`src/hw/rtq_pkg.sv`:
```
// Package with constants, register map and types of the runt trigger qualifier.
package rtq_pkg;
    localparam int SAMPLE_W = 12;
    localparam int TIME_W = 16;
    localparam int ADDR_W = 4;
    localparam int DATA_W = 32;
    localparam logic [3:0] OFF_CTRL = 4'h0;
    localparam logic [3:0] OFF_HIGH_THR = 4'h1;
    localparam logic [3:0] OFF_LOW_THR = 4'h2;
    localparam logic [3:0] OFF_TRIG_LVL = 4'h3;
    localparam logic [3:0] OFF_QUIET = 4'h4;
    localparam logic [3:0] OFF_TIME_LOW = 4'h5;
    localparam logic [3:0] OFF_TIME_HIGH = 4'h6;
    localparam logic [3:0] OFF_STATUS = 4'h7;
    localparam logic [3:0] OFF_INT_STAT = 4'h8;
    localparam logic [3:0] OFF_INT_MASK = 4'h9;
    localparam logic [3:0] OFF_LAST_TIME = 4'ha;
    localparam int CTRL_POL_LSB = 0;
    localparam int CTRL_TCOND_LSB = 2;
    localparam int CTRL_TDC_BIT = 4;
    localparam logic [4:0] CTRL_RST = 5'h00;
    localparam logic [11:0] HIGH_THR_RST = 12'hc00;
    localparam logic [11:0] LOW_THR_RST = 12'h400;
    localparam logic [11:0] TRIG_LVL_RST = 12'h800;
    localparam logic [15:0] QUIET_RST = 16'h0000;
    localparam logic [15:0] TIME_LOW_RST = 16'h0000;
    localparam logic [15:0] TIME_HIGH_RST = 16'hffff;
    localparam logic [1:0] INT_RST = 2'h0;
    localparam int INT_TRIG_BIT = 0;
    localparam int INT_ARM_BIT = 1;
    localparam logic [1:0] POL_POSITIVE = 2'h0;
    localparam logic [1:0] POL_NEGATIVE = 2'h1;
    localparam logic [1:0] POL_EITHER = 2'h2;
    localparam logic [1:0] TC_NONE = 2'h0;
    localparam logic [1:0] TC_INSIDE = 2'h1;
    localparam logic [1:0] TC_OUTSIDE = 2'h2;
    localparam int TDC_FRAC_W = 4;
    typedef enum logic [1:0] {RTQ_QUIET, RTQ_ARMED} rtq_arm_t;
    typedef enum logic [1:0] {RTQ_IDLE, RTQ_INPULSE, RTQ_VOID} rtq_pulse_t;
endpackage

```
`src/hw/rtq_pulse_det.sv`:
```
// One-polarity runt pulse detector with duration measurement.
`timescale 1ns/10ps
module rtq_pulse_det (
    input wire logic clock,
    input wire logic nrst,
    input wire logic ce,
    input wire logic clr,
    input wire logic enter_band,
    input wire logic exit_back,
    input wire logic cross_far,
    output logic det,
    output logic [rtq_pkg::TIME_W-1:0] dur
);
    rtq_pkg::rtq_pulse_t st_r;
    logic [rtq_pkg::TIME_W-1:0] cnt_r;
    logic det_r;
    logic [rtq_pkg::TIME_W-1:0] dur_r;
    wire cnt_max = (cnt_r == {rtq_pkg::TIME_W{1'b1}});
    wire ends = (st_r == rtq_pkg::RTQ_INPULSE) && exit_back && !cross_far;
    assign det = det_r;
    assign dur = dur_r;
    // A pulse that reaches the far bound is no runt; wait for it to come back before rearming.
    always_ff @(posedge clock or negedge nrst) begin
        if (!nrst) begin
            st_r <= rtq_pkg::RTQ_IDLE;
            cnt_r <= '0;
            det_r <= 1'b0;
            dur_r <= '0;
        end else if (ce) begin
            det_r <= ends && !clr;
            if (ends) begin
                dur_r <= cnt_r;
            end
            if (clr) begin
                st_r <= rtq_pkg::RTQ_IDLE;
            end else begin
                case (st_r)
                    rtq_pkg::RTQ_IDLE: begin
                        if (enter_band) begin
                            st_r <= rtq_pkg::RTQ_INPULSE;
                            cnt_r <= 16'h0001;
                        end
                    end
                    rtq_pkg::RTQ_INPULSE: begin
                        if (cross_far) begin
                            st_r <= rtq_pkg::RTQ_VOID;
                        end else if (exit_back) begin
                            st_r <= rtq_pkg::RTQ_IDLE;
                        end else if (!cnt_max) begin
                            cnt_r <= cnt_r + 16'h0001;
                        end
                    end
                    rtq_pkg::RTQ_VOID: begin
                        if (exit_back) begin
                            st_r <= rtq_pkg::RTQ_IDLE;
                        end
                    end
                    default: st_r <= rtq_pkg::RTQ_IDLE;
                endcase
            end
        end
    end
endmodule

```
`src/hw/rtq_top.sv`:
```
// Runt trigger qualifier: arming, runt detection, time qualification and registers.
// Operation
// - Arm only after full quiet interval below level.
// - Hold programmable upper voltage bound.
// - Hold programmable lower voltage bound.
// - Polarity select: positive, negative or either.
// - Positive: rise, fall through low, no high.
// - Negative: fall, rise through high, no low.
// - Either polarity fires on both runt kinds.
// - Optional duration qualification by time condition.
// - Refine trigger time only when enabled.
// - Trigger available as output for other triggers.
// - Low time limit bounds duration from below.
// - High time limit bounds duration from above.
//
// Decided for this implementation: the strobed register port and the register offsets.
`timescale 1ns/10ps
module rtq_top (
    input wire logic clock,
    input wire logic nrst,
    input wire logic ce,
    input wire logic [rtq_pkg::SAMPLE_W-1:0] sample,
    input wire logic [rtq_pkg::TDC_FRAC_W-1:0] tdc_frac,
    input wire logic [rtq_pkg::ADDR_W-1:0] addr,
    input wire logic [rtq_pkg::DATA_W-1:0] wdata,
    input wire logic wr,
    input wire logic rd,
    output logic [rtq_pkg::DATA_W-1:0] rdata,
    output logic ref_trig,
    output logic armed,
    output logic irq
);
    logic [4:0] ctrl_r;
    logic [rtq_pkg::SAMPLE_W-1:0] high_thr_r;
    logic [rtq_pkg::SAMPLE_W-1:0] low_thr_r;
    logic [rtq_pkg::SAMPLE_W-1:0] trig_lvl_r;
    logic [rtq_pkg::TIME_W-1:0] quiet_r;
    logic [rtq_pkg::TIME_W-1:0] time_low_r;
    logic [rtq_pkg::TIME_W-1:0] time_high_r;
    logic [1:0] int_stat_r;
    logic [1:0] int_mask_r;
    logic [rtq_pkg::DATA_W-1:0] rdata_r;
    logic [rtq_pkg::SAMPLE_W-1:0] prev_r;
    logic prev_ok_r;
    rtq_pkg::rtq_arm_t arm_r;
    logic [rtq_pkg::TIME_W-1:0] quiet_cnt_r;
    logic trig_r;
    logic [rtq_pkg::TIME_W+rtq_pkg::TDC_FRAC_W-1:0] trig_time_r;
    logic [rtq_pkg::TIME_W-1:0] ts_r;

    wire [1:0] pol = ctrl_r[rtq_pkg::CTRL_POL_LSB +: 2];
    wire [1:0] tcond = ctrl_r[rtq_pkg::CTRL_TCOND_LSB +: 2];
    wire tdc_en = ctrl_r[rtq_pkg::CTRL_TDC_BIT];

    // Threshold crossings between the previous and current sample.
    wire was_above_low = prev_r > low_thr_r;
    wire is_above_low = sample > low_thr_r;
    wire was_below_high = prev_r < high_thr_r;
    wire is_below_high = sample < high_thr_r;
    wire rise_low = prev_ok_r && !was_above_low && is_above_low;
    wire fall_low = prev_ok_r && was_above_low && !is_above_low;
    wire fall_high = prev_ok_r && !was_below_high && is_below_high;
    wire rise_high = prev_ok_r && was_below_high && !is_below_high;
    wire reach_high = sample >= high_thr_r;
    wire reach_low = sample <= low_thr_r;

    wire pos_en = (pol == rtq_pkg::POL_POSITIVE) || (pol == rtq_pkg::POL_EITHER);
    wire neg_en = (pol == rtq_pkg::POL_NEGATIVE) || (pol == rtq_pkg::POL_EITHER);
    wire is_armed = (arm_r == rtq_pkg::RTQ_ARMED);
    wire det_clr = !is_armed;

    logic pos_det;
    logic neg_det;
    logic [rtq_pkg::TIME_W-1:0] pos_dur;
    logic [rtq_pkg::TIME_W-1:0] neg_dur;

    rtq_pulse_det u_pos (
        .clock(clock),
        .nrst(nrst),
        .ce(ce),
        .clr(det_clr || !pos_en),
        .enter_band(rise_low && !reach_high),
        .exit_back(fall_low),
        .cross_far(reach_high),
        .det(pos_det),
        .dur(pos_dur)
    );

    rtq_pulse_det u_neg (
        .clock(clock),
        .nrst(nrst),
        .ce(ce),
        .clr(det_clr || !neg_en),
        .enter_band(fall_high && !reach_low),
        .exit_back(rise_high),
        .cross_far(reach_low),
        .det(neg_det),
        .dur(neg_dur)
    );

    wire [rtq_pkg::TIME_W-1:0] pdur = pos_det ? pos_dur : neg_dur;
    wire in_win = (pdur >= time_low_r) && (pdur <= time_high_r);
    wire time_ok = (tcond == rtq_pkg::TC_NONE) ? 1'b1 :
                   (tcond == rtq_pkg::TC_INSIDE) ? in_win :
                   (tcond == rtq_pkg::TC_OUTSIDE) ? !in_win : 1'b1;
    wire fire = is_armed && (pos_det || neg_det) && time_ok;

    wire loud = sample > trig_lvl_r;
    wire quiet_done = !loud && (quiet_cnt_r >= quiet_r);

    // Register decode.
    wire wr_ctrl = wr && (addr == rtq_pkg::OFF_CTRL);
    wire wr_high = wr && (addr == rtq_pkg::OFF_HIGH_THR);
    wire wr_low = wr && (addr == rtq_pkg::OFF_LOW_THR);
    wire wr_lvl = wr && (addr == rtq_pkg::OFF_TRIG_LVL);
    wire wr_quiet = wr && (addr == rtq_pkg::OFF_QUIET);
    wire wr_tlow = wr && (addr == rtq_pkg::OFF_TIME_LOW);
    wire wr_thigh = wr && (addr == rtq_pkg::OFF_TIME_HIGH);
    wire wr_istat = wr && (addr == rtq_pkg::OFF_INT_STAT);
    wire wr_imask = wr && (addr == rtq_pkg::OFF_INT_MASK);
    wire [1:0] int_evt = {ce && is_armed == 1'b0 && quiet_done, ce && fire};
    wire [1:0] int_clr = wr_istat ? wdata[1:0] : 2'h0;
    wire [1:0] int_stat_nxt = (int_stat_r & ~int_clr) | int_evt;

    logic [rtq_pkg::DATA_W-1:0] rd_mux;
    always_comb begin
        rd_mux = '0;
        case (addr)
            rtq_pkg::OFF_CTRL: rd_mux = {27'h0, ctrl_r};
            rtq_pkg::OFF_HIGH_THR: rd_mux = {20'h0, high_thr_r};
            rtq_pkg::OFF_LOW_THR: rd_mux = {20'h0, low_thr_r};
            rtq_pkg::OFF_TRIG_LVL: rd_mux = {20'h0, trig_lvl_r};
            rtq_pkg::OFF_QUIET: rd_mux = {16'h0, quiet_r};
            rtq_pkg::OFF_TIME_LOW: rd_mux = {16'h0, time_low_r};
            rtq_pkg::OFF_TIME_HIGH: rd_mux = {16'h0, time_high_r};
            rtq_pkg::OFF_STATUS: rd_mux = {30'h0, trig_r, is_armed};
            rtq_pkg::OFF_INT_STAT: rd_mux = {30'h0, int_stat_r};
            rtq_pkg::OFF_INT_MASK: rd_mux = {30'h0, int_mask_r};
            rtq_pkg::OFF_LAST_TIME: rd_mux = {12'h0, trig_time_r};
            default: rd_mux = '0;
        endcase
    end

    assign rdata = rdata_r;
    assign ref_trig = trig_r;
    assign armed = is_armed;
    assign irq = |(int_stat_r & int_mask_r);

    // Configuration registers; a write is ignored while the clock enable is low.
    always_ff @(posedge clock or negedge nrst) begin
        if (!nrst) begin
            ctrl_r <= rtq_pkg::CTRL_RST;
            high_thr_r <= rtq_pkg::HIGH_THR_RST;
            low_thr_r <= rtq_pkg::LOW_THR_RST;
            trig_lvl_r <= rtq_pkg::TRIG_LVL_RST;
            quiet_r <= rtq_pkg::QUIET_RST;
            time_low_r <= rtq_pkg::TIME_LOW_RST;
            time_high_r <= rtq_pkg::TIME_HIGH_RST;
            int_mask_r <= rtq_pkg::INT_RST;
        end else if (ce) begin
            if (wr_ctrl) ctrl_r <= wdata[4:0];
            if (wr_high) high_thr_r <= wdata[11:0];
            if (wr_low) low_thr_r <= wdata[11:0];
            if (wr_lvl) trig_lvl_r <= wdata[11:0];
            if (wr_quiet) quiet_r <= wdata[15:0];
            if (wr_tlow) time_low_r <= wdata[15:0];
            if (wr_thigh) time_high_r <= wdata[15:0];
            if (wr_imask) int_mask_r <= wdata[1:0];
        end
    end

    // Interrupt status: a new event wins over a clear in the same cycle.
    always_ff @(posedge clock or negedge nrst) begin
        if (!nrst) begin
            int_stat_r <= rtq_pkg::INT_RST;
            rdata_r <= '0;
        end else if (ce) begin
            int_stat_r <= int_stat_nxt;
            rdata_r <= rd ? rd_mux : '0;
        end
    end

    // Sample history.
    always_ff @(posedge clock or negedge nrst) begin
        if (!nrst) begin
            prev_r <= '0;
            prev_ok_r <= 1'b0;
            ts_r <= '0;
        end else if (ce) begin
            prev_r <= sample;
            prev_ok_r <= 1'b1;
            ts_r <= ts_r + 16'h0001;
        end
    end

    // Arming: quiet interval, then armed until one trigger fires.
    always_ff @(posedge clock or negedge nrst) begin
        if (!nrst) begin
            arm_r <= rtq_pkg::RTQ_QUIET;
            quiet_cnt_r <= '0;
            trig_r <= 1'b0;
            trig_time_r <= '0;
        end else if (ce) begin
            trig_r <= fire;
            case (arm_r)
                rtq_pkg::RTQ_QUIET: begin
                    if (loud) begin
                        quiet_cnt_r <= '0;
                    end else if (quiet_done) begin
                        arm_r <= rtq_pkg::RTQ_ARMED;
                    end else begin
                        quiet_cnt_r <= quiet_cnt_r + 16'h0001;
                    end
                end
                rtq_pkg::RTQ_ARMED: begin
                    if (fire) begin
                        arm_r <= rtq_pkg::RTQ_QUIET;
                        quiet_cnt_r <= '0;
                        trig_time_r <= {ts_r, tdc_en ? tdc_frac : 4'h0};
                    end
                end
                default: arm_r <= rtq_pkg::RTQ_QUIET;
            endcase
        end
    end
endmodule

```
`config.mk`:
```
export PLATFORM = sky130hd
export DESIGN_NAME = rtq_top
export DESIGN_NICKNAME = d
export VERILOG_FILES = /design/src/hw/rtq_pkg.sv /design/src/hw/rtq_pulse_det.sv /design/src/hw/rtq_top.sv
export SDC_FILE = /design/constraint.sdc
export NUM_CORES = 1
export LEC_CHECK = 0
export BUFFER_PORTS_ARGS = -buffer_cell sky130_fd_sc_hd__buf_2
export CORE_UTILIZATION = 35
export DETAILED_ROUTE_END_ITERATION = 10
export HOLD_SLACK_MARGIN = 0.02
export SYNTH_ARGS = -nofsm -noshare
export SYNTH_HDL_FRONTEND = slang
export SYNTH_SLANG_ARGS = --single-unit
```
`constraint.sdc`:
```
create_clock -name clock -period 4.1 [get_ports clock]
set_clock_uncertainty 0.2 [all_clocks]
set_input_delay 0.615 -clock clock [delete_from_list [all_inputs] [get_ports clock]]
set_output_delay 0.615 -clock clock [all_outputs]
set_load 0.005 [all_outputs]
```
==> summary.md <==
| Metric | Value |
|---|---|
| Diodes inserted | 0 |
| I/O Pins | 92 |
| Critical path launch point type | register |
| Final Power | a little under 8 mW |
| Met3 GRT Util | 2.94% |
| Kind of critical path | reg2reg |
| WL final | 39,600 µm |
| GRT busiest layer | met2 |
| Most frequent cells in the layout | dfrtp_1 (230), nand2_1 (171), ha_1 (113) |
| Total Neg Setup Slack | 0 ns |
| Synthesized area | 14,200 µm² |
| Antenna Nets Post-Route | 0 |
| Avg WL per Cell | 19.5 µm |
| Slew Limit Headroom | 42.4% |
| Sequential area share after synthesis | between 40 and 50% |
| Synth area leader | dfrtp_1 |
| Placed inst area | 15,100 µm² |
| Worst setup EP type | register |
| Largest net degree at the start of global routing | 92 |
| Pwr dens | around 480 nW/µm² |
| Fillers | ~3,900 |
| Post-synthesis cell count | between 1,000 and 1,500 |
| Congestion Overflow GR | 0 |
| Critical path, cell by cell | buf_4, mux2_2, ha_1, nand4_1, or3_1, nand2b_1, a2111oi_4, or3_1, buf_12, mux2_2 |
| Static leakage | ~7.6 nW |
| Drt drc | 0 |
| Async SR Flop Fraction | 100% |
| Final setup viols | 0 |
| Max_cap viols | 0 |
| Layout cell share with drive strength beyond 1 | a little under a fifth |
| Area Growth Syn to Fin | 14.1% |
| Final GP Congestion | around 0.97 |
| Core area | around 40,000 µm² |
| Fin cells | a little over 2,000 |
| Outcome | finished, final reports clean |
| Reg2reg end | trig_time_r[5] |
| # resized after CTS | 0 |
| Max clock buf depth | 3 |
| All-Layer GR Usage | between 10% and 20% |
| H-tree levels | 1 |
| Die ar. | slightly above 40,000 µm² |
| CTS tree | done |
| Worst-Skew Late Latency | between 0.5 and 0.6 ns |
| Cts bufs inserted | 29 |
| Slew Viols, Final | 0 |
| Post-route cell area | around 16,000 µm² |
| Tmin final | ~3.9 ns |
| Final core utilization | about two fifths |
| Clk sink count | 250 |
| Number of distinct library cells after synthesis | ~70 |
| First-pass GRT wire length | ~62,000 µm |
| Fin crit share | ~94% |
| DP Worst Slack | 0.275 ns |
| GR Layer Usage met2 | about a third |
| Met1 Resource Use GR | 25.5% |
| Port bufs | 63 |
| Fmax | about 260 MHz |
| Initial Util | between 30% and 40% |
| NumNets Final | around 1,600 |
| Yosys reg bits | 250 |
| Slowest library cell on the worst path | a2111oi_4 |
| Hold_sp | wdata[15] |
| Commonest non-fill, non-tap cell in the layout | dfrtp_1 |
| Worst r2r src | u_pos.det |
| Largest stage delay, worst path | approximately 0.68 ns |
| Clock slew at reported path FFs | about 0.06 ns |
| Drt first-iter violations | 777 |
| Synth Warn # | 0 |
| Hold Path Cell Cnt | 3 |
| Unrepaired setup endpoints after global routing | no |
| Vias | between 10,000 and 15,000 |
| Flop-to-flop setup slack | roughly 0.24 ns |
| # placed instances | 1,971 |
| Area contributors post-synth | dfrtp_1 (41%), ha_1 (10%), mux2_2 (5.9%) |
| Measured slew at the worst slew-check pin | between 0.8 and 0.9 ns |
| Die Ht | about 200 µm |
| Crit path max fanout | 16 |
| Ys flop type | dfrtp_1 |
| Clock root cell | clkbuf_16 |
| Worst EP required | approximately 4.3 ns |
| Vias in the first global route | around 11,000 |
| Via/cell ratio | about 5.5 |
| Yosys top cell area share | around 41% |
| Crit path DAT | approximately 4.1 ns |
| VDD IR max | roughly 0.19 mV |
| Min-Delay Path Class | in2reg |
| Final hold violations | 0 |
| Worst hold slack | 0.109 ns |
| Post-synth EDFFs | 0 |
| Die Width | 203 µm |
| R2R cell count | 10 |
| DPL Wire Length | 29,300 µm |
| WHS Endpoint | quiet_r[15] |
| Syn_area_per_cell | 10.1 µm² |
| Worst setup margin | around 0.24 ns |
| Drt pass-1 iters | 6 |
| Initial antenna violation count | 2 |
| Row count | 73 |
==> synth_stat cells (all sizes together), types with 15 or more instances <==
library cell  count
mux2             85
o21ai           112
nand3            36
a22oi            25
nand4            22
nor2             34
dfstp            20
inv             109
nor3             15
nand2           171
and3             20
nand2b           19
a21oi            42
dfrtp           230
clkbuf           47
buf              27
ha              113
mux2i            20
a21o             26
==> worst max-delay path: cells and delay by family, from the launching register on <==
kind / cells / cell delay, ns
AND/OR/NAND/NOR: 4 / 1.00
AO/OA/AOI/OAI: 1 / 0.68
buffers and inverters: 2 / 0.40
flip-flops: 1 / 0.34
adder cells (fa/ha/maj): 1 / 0.33
multiplexers: 2 / 0.76
==> report_power, final <==
part	total [mW]	internal [mW]	switching [mW]
combinational	1.76	0.730	1.03
sequential	3.25	2.89	0.367
clock	2.70	1.63	1.07
total	7.72	5.25	2.47
==> layer usage <==
metal  wire length (µm)  part of all wire (%)
met1              17900                    45
met3               1740                   4.4
met5                 28                 0.071
met2              18900                    48
met4               1070                   2.7
==> final cells by class <==
class                   instances  area [µm²]  share of cell area, %
clock buffers                  43         858                   5.31
clock inverters                11         141                  0.875
inverters                     109         409                   2.53
multi-input cells             986        7150                   44.3
flip-flops and latches        250        6280                   38.9
well taps                     525         657                   4.07
repair buffers                102         658                   4.07
==> what timing repair did <==
action | CTS | global route
buffers inserted | 0 | 0
hold buffers | 1 | 0
endpoints found under the setup margin | 0 | 0
endpoints found under the hold margin | 39 | 0
==> how the worst max path moves through the flow <==
| stage | start | endpoint | slack [ns] |
|---|---|---|---|
| after detailed placement | u_pos.det | trig_time_r[5] | 0.27 |
| after CTS | u_pos.det | trig_time_r[5] | 0.27 |
| final | u_pos.det | trig_time_r[5] | 0.24 |
| after floorplan | u_pos.det | trig_time_r[10] | 0.16 |
| after global placement | u_pos.det | trig_time_r[19] | 0.30 |
| after global routing | u_pos.det | trig_time_r[5] | 0.02 |
==> cell families after synthesis <==
logic type      synth area share (%)
compound gates                  17.4
xor+xnor                       0.928
fa+ha+maj                       9.99
buf+inv                         5.40
flops                           44.4
mux                             8.47
other cells                   0.0265
simple gates                    13.4
==> registers in the layout (all words and copies together), names as in the netlist, 5 cells and up <==
name,count
rdata,20
trig_time_r,20
quiet_cnt_r,16
quiet_r,16
time_high_r,16
time_low_r,16
ts_r,16
u_neg.cnt_r,16
u_neg.dur,16
u_pos.cnt_r,16
u_pos.dur,16
high_thr_r,12
low_thr_r,12
prev_r,12
trig_lvl_r,12
ctrl_r,5
Note: power is estimated with default switching activity, not from simulation.
